<file path="src/rav_cfg.svh">
// register offsets, field positions, reset values and voltage steps of the
// alternate regulator setting bank; definitions only
`ifndef RAV_CFG_SVH
`define RAV_CFG_SVH

// ************************************************************
// register indices (byte address is four times the index)
// ************************************************************
`define RAV_IDX_CORE1      8'hb5
`define RAV_IDX_PROCESSOR  8'hb6
`define RAV_IDX_MEMORY     8'hb7
`define RAV_IDX_IO         8'hb8
`define RAV_IDX_PERIPHERAL 8'hb9
`define RAV_IDX_LINEAR_ONE 8'hba
`define RAV_IDX_SET_CTRL   8'hf0
`define RAV_IDX_SET_STATUS 8'hf1

// ************************************************************
// field positions
// ************************************************************
`define RAV_SLEEP_BIT      7
`define RAV_RESERVED_BIT   6
`define RAV_BUCK_CODE_MSB  6
`define RAV_LDO_CODE_MSB   5
`define RAV_ALT_SELECT_BIT 0

// ************************************************************
// reset values and write masks
// ************************************************************
`define RAV_SETTING_RESET  8'h00
`define RAV_BUCK_WR_MASK   8'hff
`define RAV_LDO_WR_MASK    8'hbf

// ************************************************************
// voltage code scaling in millivolts
// ************************************************************
`define RAV_CORE1_BASE_MV  11'd300
`define RAV_CORE1_STEP_MV  11'd10
`define RAV_FIRST_LINEAR_REGULATOR_BASE_MV   11'd600
`define RAV_FIRST_LINEAR_REGULATOR_STEP_MV   11'd20

`endif

</file>
<file path="src/rav_pkg.sv">
// types shared by the alternate regulator setting bank
// assumes rav_cfg.svh for the numeric constants
package rav_pkg;

  // ************************************************************
  // regulator control carriers
  // ************************************************************
  typedef struct packed {
    logic       sleep;
    logic [6:0] code;
  } rav_buck_ctl_type;

  typedef struct packed {
    logic       sleep;
    logic [5:0] code;
  } rav_ldo_ctl_type;

  // ************************************************************
  // bus handling
  // ************************************************************
  typedef enum logic [1:0] {
    RAV_IDLE,
    RAV_FETCH,
    RAV_ANSWER
  } rav_bus_state_type;

  typedef struct packed {
    logic       write;
    logic [7:0] index;
    logic [7:0] data;
    logic [7:0] strobe_mask;
  } rav_bus_req_type;

endpackage : rav_pkg

</file>
<file path="src/rav_fwd.sv">
// forwards stored alternate settings to the regulator controls
// assumes the caller says whether the alternate set is selected
`timescale 1ns/100ps
`include "rav_cfg.svh"
module rav_fwd
  import rav_pkg::*;
(
  input  wire logic             mclk,
  input  wire logic             reset,
  input  wire logic             alt_selected,
  input  wire logic [47:0]      words,
  output rav_buck_ctl_type      core1_ctl,
  output rav_buck_ctl_type      processor_ctl,
  output rav_buck_ctl_type      memory_ctl,
  output rav_buck_ctl_type      io_ctl,
  output rav_buck_ctl_type      peripheral_ctl,
  output rav_ldo_ctl_type       linear_one_ctl,
  output logic                  applied
);

  function automatic rav_buck_ctl_type buck_of(input logic [7:0] w);
    rav_buck_ctl_type c;
    c.sleep = w[`RAV_SLEEP_BIT];
    c.code  = w[`RAV_BUCK_CODE_MSB:0];
    return c;
  endfunction : buck_of

  // ************************************************************
  // registered forwarding, zero while the main set is in use
  // ************************************************************
  always_ff @(posedge mclk)
  begin
    if (reset || !alt_selected)
    begin
      core1_ctl      <= '0;
      processor_ctl  <= '0;
      memory_ctl     <= '0;
      io_ctl         <= '0;
      peripheral_ctl <= '0;
      linear_one_ctl <= '0;
      applied        <= 1'b0;
    end
    else
    begin
      core1_ctl      <= buck_of(words[7:0]);
      processor_ctl  <= buck_of(words[15:8]);
      memory_ctl     <= buck_of(words[23:16]);
      io_ctl         <= buck_of(words[31:24]);
      peripheral_ctl <= buck_of(words[39:32]);
      linear_one_ctl <= {words[40+`RAV_SLEEP_BIT], words[40 +: 6]};
      applied        <= 1'b1;
    end
  end

endmodule : rav_fwd

</file>
<file path="src/rav_regmem.sv">
// small register memory holding the six alternate setting words
// assumes one write port and one registered read port on mclk
`timescale 1ns/100ps
`include "rav_cfg.svh"
module rav_regmem
#(
  parameter int         DEPTH      = 6,
  parameter int         WIDTH      = 8,
  parameter logic [7:0] RESET_WORD = `RAV_SETTING_RESET
)
(
  input  wire logic                   mclk,
  input  wire logic                   reset,
  input  wire logic                   wr_en,
  input  wire logic [2:0]             wr_slot,
  input  wire logic [WIDTH-1:0]       wr_data,
  input  wire logic [2:0]             rd_slot,
  output logic      [WIDTH-1:0]       rd_data,
  output logic      [DEPTH*WIDTH-1:0] all_words
);

  logic [WIDTH-1:0] store [DEPTH];

  // words stay until rewritten or reset; flat copy feeds the regulator controls
  always_ff @(posedge mclk)
  begin
    if (reset)
    begin
      for (int i = 0; i < DEPTH; i++)
        store[i] <= WIDTH'(RESET_WORD);
    end
    else if (wr_en && (int'(wr_slot) < DEPTH))
      store[wr_slot] <= wr_data;
  end

  always_ff @(posedge mclk)
  begin
    if (reset)
      rd_data <= '0;
    else if (int'(rd_slot) < DEPTH)
      rd_data <= store[rd_slot];
    else
      rd_data <= '0;
  end

  always_comb
  begin
    for (int i = 0; i < DEPTH; i++)
      all_words[i*WIDTH +: WIDTH] = store[i];
  end

endmodule : rav_regmem

</file>
<file path="src/rav_top.sv">
// alternate regulator setting bank with an Avalon-MM slave port
// assumes a single 40 MHz clock mclk and a synchronous active-high reset
`timescale 1ns/100ps
`include "rav_cfg.svh"
module rav_top
  import rav_pkg::*;
#(
  parameter int N_SETTINGS = 6
)
(
  input  wire logic        mclk,
  input  wire logic        reset,
  input  wire logic [9:0]  avs_address,
  input  wire logic        avs_read,
  input  wire logic        avs_write,
  input  wire logic [31:0] avs_writedata,
  input  wire logic [3:0]  avs_byteenable,
  output logic      [31:0] avs_readdata,
  output logic             avs_waitrequest,
  output rav_buck_ctl_type core1_ctl,
  output rav_buck_ctl_type processor_ctl,
  output rav_buck_ctl_type memory_ctl,
  output rav_buck_ctl_type io_ctl,
  output rav_buck_ctl_type peripheral_ctl,
  output rav_ldo_ctl_type  linear_one_ctl,
  output logic             alt_controls_applied,
  output logic      [10:0] core1_alt_millivolts,
  output logic      [10:0] linear_one_alt_millivolts
);

  // ************************************************************
  // decode helpers
  // ************************************************************
  function automatic logic is_setting(input logic [7:0] idx);
    return (idx >= `RAV_IDX_CORE1) && (idx <= `RAV_IDX_LINEAR_ONE);
  endfunction : is_setting

  function automatic logic [2:0] slot_of(input logic [7:0] idx);
    logic [7:0] d;
    d = idx - `RAV_IDX_CORE1;
    return is_setting(idx) ? d[2:0] : 3'h7;
  endfunction : slot_of

  // reserved bit of the linear regulator word is never stored, so it reads 0
  function automatic logic [7:0] wr_mask_of(input logic [7:0] idx);
    return (idx == `RAV_IDX_LINEAR_ONE) ? `RAV_LDO_WR_MASK : `RAV_BUCK_WR_MASK;
  endfunction : wr_mask_of

  function automatic logic [10:0] core1_mv(input logic [6:0] code);
    return `RAV_CORE1_BASE_MV + 11'(code) * `RAV_CORE1_STEP_MV;
  endfunction : core1_mv

  function automatic logic [10:0] first_linear_regulator_mv(input logic [5:0] code);
    return `RAV_FIRST_LINEAR_REGULATOR_BASE_MV + 11'(code) * `RAV_FIRST_LINEAR_REGULATOR_STEP_MV;
  endfunction : first_linear_regulator_mv

  // ************************************************************
  // state
  // ************************************************************
  rav_bus_state_type     state;
  rav_bus_state_type     next_state;
  rav_bus_req_type       req;
  rav_bus_req_type       next_req;
  logic                  alt_select;
  logic [7:0]            mem_rd_data;
  logic [8*N_SETTINGS-1:0] mem_words;
  logic [7:0]            stored_core1;
  logic [7:0]            stored_first_linear_regulator;

  // ************************************************************
  // bus decode
  // ************************************************************
  wire logic [7:0] bus_index    = avs_address[9:2];
  wire logic       bus_request  = avs_read ^ avs_write;
  wire logic       req_setting  = is_setting(req.index);
  wire logic       req_ctrl     = (req.index == `RAV_IDX_SET_CTRL);
  wire logic       req_status   = (req.index == `RAV_IDX_SET_STATUS);
  wire logic       commit       = (state == RAV_ANSWER);
  wire logic       mem_write    = commit && req.write && req_setting;
  wire logic       ctrl_write   = commit && req.write && req_ctrl && req.strobe_mask[0];
  wire logic [7:0] wr_keep      = ~(req.strobe_mask & wr_mask_of(req.index));
  wire logic [7:0] merged_word  = (req.data & ~wr_keep) | (mem_rd_data & wr_keep);
  wire logic [2:0] rd_slot      = (state == RAV_IDLE) ? slot_of(bus_index) : slot_of(req.index);

  // read word: settings from memory, control and status from local flops
  wire logic [7:0] read_word =
    req_setting ? mem_rd_data :
    req_ctrl    ? {7'h00, alt_select} :
    req_status  ? {7'h00, alt_controls_applied} :
                  8'h00;

  // ************************************************************
  // bus sequencing: take, fetch, answer with waitrequest low
  // ************************************************************
  always_comb
  begin
    next_state = state;
    next_req   = req;
    case (state)
      RAV_IDLE:
      begin
        if (bus_request)
        begin
          next_req.write       = avs_write;
          next_req.index       = bus_index;
          next_req.data        = avs_writedata[7:0];
          next_req.strobe_mask = {8{avs_byteenable[0]}};
          next_state           = RAV_FETCH;
        end
      end
      RAV_FETCH:
        next_state = RAV_ANSWER;
      RAV_ANSWER:
        next_state = RAV_IDLE;
      default:
        next_state = RAV_IDLE;
    endcase
  end

  always_ff @(posedge mclk)
  begin
    if (reset)
    begin
      state <= RAV_IDLE;
      req   <= '0;
    end
    else
    begin
      state <= next_state;
      req   <= next_req;
    end
  end

  // waitrequest drops for exactly the answer cycle
  always_ff @(posedge mclk)
  begin
    if (reset)
      avs_waitrequest <= 1'b1;
    else
      avs_waitrequest <= (next_state != RAV_ANSWER);
  end

  always_ff @(posedge mclk)
  begin
    if (reset)
      avs_readdata <= 32'h0000_0000;
    else if (state == RAV_FETCH && !req.write)
      avs_readdata <= {24'h00_0000, read_word};
  end

  // ************************************************************
  // set selection control
  // ************************************************************
  always_ff @(posedge mclk)
  begin
    if (reset)
      alt_select <= 1'b0;
    else if (ctrl_write)
      alt_select <= req.data[`RAV_ALT_SELECT_BIT];
  end

  // ************************************************************
  // storage; a write merges unstrobed and reserved bits from the old word
  // ************************************************************
  rav_regmem
  #(
    .DEPTH      (N_SETTINGS),
    .WIDTH      (8),
    .RESET_WORD (`RAV_SETTING_RESET)
  )
  u_mem
  (
    .mclk      (mclk),
    .reset     (reset),
    .wr_en     (mem_write),
    .wr_slot   (slot_of(req.index)),
    .wr_data   (merged_word),
    .rd_slot   (rd_slot),
    .rd_data   (mem_rd_data),
    .all_words (mem_words)
  );

  // ************************************************************
  // forwarding to the regulators
  // ************************************************************
  rav_fwd u_fwd
  (
    .mclk           (mclk),
    .reset          (reset),
    .alt_selected   (alt_select),
    .words          (mem_words),
    .core1_ctl      (core1_ctl),
    .processor_ctl  (processor_ctl),
    .memory_ctl     (memory_ctl),
    .io_ctl         (io_ctl),
    .peripheral_ctl (peripheral_ctl),
    .linear_one_ctl (linear_one_ctl),
    .applied        (alt_controls_applied)
  );

  // ************************************************************
  // voltage readout of the forwarded setting, 0 while not applied
  // ************************************************************
  assign stored_core1 = mem_words[7:0];
  assign stored_first_linear_regulator  = mem_words[47:40];

  always_ff @(posedge mclk)
  begin
    if (reset || !alt_select)
    begin
      core1_alt_millivolts      <= 11'h000;
      linear_one_alt_millivolts <= 11'h000;
    end
    else
    begin
      core1_alt_millivolts      <= core1_mv(stored_core1[`RAV_BUCK_CODE_MSB:0]);
      linear_one_alt_millivolts <= first_linear_regulator_mv(stored_first_linear_regulator[`RAV_LDO_CODE_MSB:0]);
    end
  end

endmodule : rav_top

</file>
<file path="config.mk">
export PLATFORM = sky130hd
export DESIGN_NAME = rav_top
export DESIGN_NICKNAME = d
export VERILOG_FILES = /design/src/rav_pkg.sv /design/src/rav_fwd.sv /design/src/rav_regmem.sv /design/src/rav_top.sv
export VERILOG_INCLUDE_DIRS = /design/src
export SDC_FILE = /design/constraint.sdc
export NUM_CORES = 1
export LEC_CHECK = 0
export BUFFER_PORTS_ARGS = -buffer_cell sky130_fd_sc_hd__buf_2
export CAP_MARGIN = 20
export CORE_MARGIN = 10
export CORE_UTILIZATION = 55
export CTS_CLUSTER_DIAMETER = 80
export CTS_CLUSTER_SIZE = 30
export DETAILED_ROUTE_END_ITERATION = 10
export PLACE_DENSITY = 0.87
export SETUP_SLACK_MARGIN = 0.3
export SLEW_MARGIN = 20
export SYNTH_ARGS = -nofsm -noshare
export SYNTH_HDL_FRONTEND = slang
export SYNTH_SLANG_ARGS = --single-unit
</file>
<file path="constraint.sdc">
create_clock -name mclk -period 7.74 [get_ports mclk]
set_input_delay 1.161 -clock mclk [delete_from_list [all_inputs] [get_ports mclk]]
set_output_delay 1.161 -clock mclk [all_outputs]
set_load 0.1 [all_outputs]
</file>
======== Yosys cells after proc, flatten, opt, wreduce, memory -nomap -nowiden ========
Memories as Yosys holds them, arrays and structs flattened. A register that Yosys moved wholly into a read port is not among the register bits.
Index checks and enable logic that the tools add are counted.
cells by class
  $mul .................................... 2
  order comparisons ....................... 6
  reductions and logical operators ........ 15
  add/sub/neg operators ................... 4
  muxes and demuxes ....................... 18
  bitwise operators ....................... 8
  equality and inequality tests ........... 6
operator list
  operator                                                                count
  8-bit AND                                                               3
  8-bit equality test (second input constant)                             3
  8-bit greater-or-equal comparator (second input constant)               2
  8-bit <= comparator (second input constant)                             2
  8-bit two-way mux                                                       2
  8-bit inverter                                                          2
  3-bit two-way mux                                                       4
  10-bit by 11-bit adder with 11-bit output (first input constant)        1
  9-bit by 11-bit adder with 11-bit output (first input constant)         1
  7-bit by 3-bit multiplier with 10-bit output (second input constant)    1
  6-bit by 3-bit multiplier with 9-bit output (second input constant)     1
  1-bit two-way mux                                                       9
  1-bit logical AND                                                       8
  8-bit bitwise OR                                                        1
  8-bit OR reduction                                                      1
  7-bit two-way mux                                                       1
  3-bit < comparator (second input constant)                              2
  3-bit subtractor (second input constant)                                2
  2-bit case mux with 2 select lines                                      1
  2-bit by 1-bit equality test with 1-bit output (second input constant)  1
  2-bit equality test (second input constant)                             1
  1-bit zero test                                                         2
  2-bit zero test                                                         1
  2-bit two-way mux                                                       1
  other kinds (6)                                                         6
word-level totals
  register bits after elaboration ......... 68
  bits of input ports ..................... 50
  logic and storage cells ................. 75
  RAM bits ................................ 48
  memories ................................ 1
memory list
  name         depth  width  rd ports  clocked after Yosys merged registers in  write ports  line              source
  u_mem.store  6      8      7         5                                        6            rav_regmem.sv:22  logic [WIDTH-1:0] store [DEPTH];

======== Depth between registers and ports, before layout ========
  word-level depth ........................ 10
  gate-level depth with buffers ........... 11
  gate-level depth less buffers ........... 10

======== Hierarchy ========
A second synthesis with hierarchy kept.
unflattened totals
  cell total of the unflattened synthesis .. 610
  area, all modules ....................... 6710.2 um^2
by module, submodules not included
  module      times used  area each (um^2)  cells each  seq. area each (um^2)
  rav_top     1           2857.7            324         980.9
  rav_regmem  1           2387.3            180         1601.5
  rav_fwd     1           1465.2            106         960.9

======== Worst setup path after synthesis ========
Ideal clock, no wire load.
  kind .................................... input port to flip-flop
  from .................................... in avs_address[2]
  to ...................................... reg u_mem.rd_data[1], read port of u_mem.store
  arrival ................................. 2862 ps
  stages on the path ...................... 9
  buffers on the path ..................... 1
  path slack .............................. 4761 ps
  setup time .............................. 117 ps
  cells stage by stage .................... inv_1 > ha_1 > nand2b_1 > a22oi_2 > or4_4 > buf_6 > nand2_4 > mux2_2 > a32o_1
on the way
  word-level cells in the longest chain between the ends .. 7
  elaborated cells between the ends (all ways) .. 9
  those cells by class .................... add/sub (1); order compare (3); mux (2); bitwise (1); reduce/logical (2)
RTL lines
  item                                                                                       line              source
  from (decl)                                                                                rav_top.sv:13     input wire logic [9:0] avs_address,
  8-bit greater-or-equal comparator (no line) / 8-bit <= comparator (equally long branches)  n/a
  1-bit logical AND                                                                          rav_top.sv:35     return (idx >= `RAV_IDX_CORE1) && (idx <= `RAV_IDX_LINEAR_ONE);
  3-bit two-way mux *                                                                        rav_top.sv:41     return is_setting(idx) ? d[2:0] : 3'h7;
  3-bit two-way mux *                                                                        rav_top.sv:83     wire logic [2:0] rd_slot = (state == RAV_IDLE) ? slot_of(bus_index) : slot_of(req.index);
  3-bit < comparator                                                                         rav_regmem.sv:40  else if (int'(rd_slot) < DEPTH)
  1-bit inverter (no line)                                                                   n/a
  2-bit OR reduction (no line)                                                               n/a
  to (decl)                                                                                  rav_regmem.sv:18  output logic [WIDTH-1:0] rd_data,
Every way passes the cells marked *; elsewhere a longest branch is shown, timed or not.
A chain may end at the register's enable or synchronous reset.

==> summary.txt <==
Outcome
  • Status: complete, no violations

Place
  • GPL Wtd Cong: 0.894
  • Post-DP HPWL: 11,800 um
  • Number of port buffers: 96

Synth
  • Top cell type's share of synthesized area: 0.312
  • Syn Inst Count: 645
  • Netlist cell types: 60
  • Most common cell in the netlist: dfxtp_1
  • Cell taking the most area after synthesis: dfxtp_1
  • Ys async rst share: 0
  • Yosys warnings: 0
  • Sequential share of the synthesized area: 0.530
  • Netlist Area Pre-Place: 6610 sq um
  • Syn_area_per_cell: 10.2 sq um
  • Top cells by count, synth: dfxtp_1 (103), nor2_1 (90), edfxtp_1 (48)
  • Top post-synthesis cells by area: dfxtp_1 (31%), edfxtp_1 (22%), ha_1 (5.1%)
  • #FFs+latches synth: 151
  • Number of enable flip-flop cells after synthesis: 48
  • Main flop type after synthesis: dfxtp_1

STA
  • Worst slew pin tran: 1.08 ns
  • Slew HR: 0.275
  • Max Transition Viols Final: 0
  • RSZ-0062 raised after global routing: no
  • Fmax achieved: 299 MHz
  • Final hold vios: 0
  • Final worst-path cycle share: 0.432
  • Setup Viol. Count Final: 0
  • Min Hold Slack: 0.455 ns
  • Fin crit period: 3.34 ns
  • Worst Skew: 0.00776 ns
  • Setup tns final: 0 ns

CTS
  • H-tree depth: 4
  • Clock transition at path regs: 0.06 ns
  • CTS tree: yes
  • CTS buffer count: 17
  • Clock Tree Buf Depth: 2
  • Worst skew pair latency: 0.43 ns
  • Setup bufs post-CTS: 0
  • Sink Count: 151
  • Post-CTS resize count: 0
  • Hold-fix buffers, CTS: 0
  • CTS Root Cell: clkbuf_16

Floorplan
  • Die Width: 130 um
  • Initial Utilization: 0.569
  • Core area: 11,600 sq um
  • Die Span Y: 130 um
  • Total die area: 16,800 sq um
  • IO Pins: 153
  • Rows: 39

Pwr
  • Largest vdd supply drop: 0.000144 V
  • Pwr per Cell Area: 242 nW/um^2
  • Static Leak: 3.44 nW

Worst hold path
  • Min-delay src: avs_readdata[4]
  • WHS Path Cells: 2
  • Worst hold path type: reg2reg
  • Endpoint, Worst Hold: avs_readdata[4]

Layout
  • Area Overhead vs Synth: 15.3%
  • Ant. Diodes: 0
  • Share of layout cells above drive strength 1: 0.204
  • Net count reported at finish: 811

GRT
  • Number of global-route vias before repair: 5,050
  • First-pass GRT wire length: 25,500 um
  • GRT Total Usage: 0.193
  • Largest net degree at the start of global routing: 48
  • Global route total overflow: 0
  • Initial antenna violation count: 0

Flow run
  • Max_cap viols: 0

Route
  • Vias per cell: 5.62
  • Avg WL per Cell: 18.2 um
  • Pre-Repair DR Iteration Count: 5
  • Vias after detailed routing: 4,992
  • 1st-iter DRT viols: 568
  • Drt total wl: 16,100 um
  • Post-route antenna net violation count: 0
  • DRC viols: 0

Critical path
  • Reg2reg start: req[16]
  • Max Fanout on Critical Path: 11
  • Req. time, crit path: 7.82 ns
  • Arr. time, crit path: 3.43 ns
  • CP startpoint kind: flop
  • Reg-to-Reg End: u_mem.store[0][5]
  • Register-to-register setup slack: 4.40 ns
  • Crit end category: flop
  • WS Path Type: reg2reg
  • Reg2reg path depth: 8
[per-layer routing]
metal / GRT usage / vias to the layer above / wire length, um
li1: - / 2330 / -
met1: 0.221 / 2355 / 6470
met2: 0.322 / 275 / 7650
met3: 0.0636 / 32 / 1600
met4: 0.0873 / 0 / 402
met5: 0 / - / 0
[per-stage QoR]
| stage | instances | util | total power [mW] | cell area (sq um) | setup slack (ns) |
|---|---|---|---|---|---|
| after floorplan | 671 | - | 1.04 | 6710 | 4.76 |
| after detailed placement | 856 | 0.606 | 1.06 | 7040 | 4.00 |
| after CTS | 888 | 0.655 | 1.84 | 7600 | 4.16 |
| after global routing | 888 | 0.656 | 1.89 | 7620 | 4.10 |
| after global placement | 856 | 0.606 | 1.06 | 7040 | 4.09 |
| final | 888 | 0.656 | 1.84 | 7620 | 4.40 |
[layout make-up]
| type | instances | area [sq um] |
|---|---|---|
| clock inverters | 8 | 70.1 |
| repair buffers | 97 | 488 |
| clock buffers | 24 | 494 |
| fillers | 885 | 3990 |
| inverters | 28 | 105 |
| well taps | 143 | 179 |
| multi-input cells | 437 | 2780 |
| flip-flops and latches | 151 | 3500 |
[critical path: stages (launching register included)]
cell and delay (ns):
dfxtp_1 0.56, inv_1 0.15, ha_1 0.25, nand2b_1 0.10, a22o_1 0.20, nand2_1 0.14, a2111oi_4 0.63, nand4_1 0.49
nand2b_1 0.48
[state kept, by name (all words and copies together), names as in the netlist]
name,cells
alt_select,1
avs_readdata,8
avs_waitrequest,1
core1_alt_millivolts,10
core1_ctl,7
io_ctl,8
linear_one_alt_millivolts,9
linear_one_ctl,6
memory_ctl,8
peripheral_ctl,8
processor_ctl,8
req,18
state,2
u_fwd.applied,1
u_mem.rd_data,8
u_mem.store,48
[where the power goes]
group / leakage [nW] / switching (mW) / internal (mW)
clock network: 0.282 / 0.309 / 0.478
logic: 1.84 / 0.141 / 0.0576
registers: 1.31 / 0.0187 / 0.836
[worst max-delay path by stage]
stage          slack (ns)      startpoint                 to  cells past startpoint
4_1_cts              4.16         req[16]  u_mem.store[0][7]                      8
2_1_floorplan        4.76  avs_address[2]   u_mem.rd_data[1]                      9
3_5_place_dp         4.00           reset  u_mem.store[0][4]                      4
3_3_place_gp         4.09           reset  u_mem.store[0][3]                      4
5_1_grt              4.10         req[16]  u_mem.store[0][3]                      8
6_report             4.40         req[16]  u_mem.store[0][5]                      8
[cell families after synthesis]
logic type | count (synthesis) | synth area share
AND/OR/NAND/NOR | 255 | 0.194
buffers and inverters | 83 | 0.0664
multiplexers | 30 | 0.0481
other | 1 | 0.000567
XOR/XNOR | 16 | 0.0233
flip-flops | 151 | 0.530
adder cells (fa/ha/maj) | 29 | 0.0572
AO/OA/AOI/OAI | 80 | 0.0801
[cell usage in the layout, fill, tap and decap left out, drive strengths merged, types with 4 or more instances in the layout]
master,netlist,routed
clkinv,0,6
conb,1,27
dfxtp,103,103
ha,27,27
mux2,14,14
buf,36,97
nand3,46,46
and2,46,46
edfxtp,48,48
or2,5,5
xor2,4,4
o21ai,26,26
inv,28,29
a21oi,20,20
nor2b,4,4
nor2,91,91
nand2b,12,12
xnor2,11,11
clkbuf,19,24
nand2,30,30
mux2i,16,16
a32o,6,6
nor3,8,8
Power figures use the tool's default switching activity.
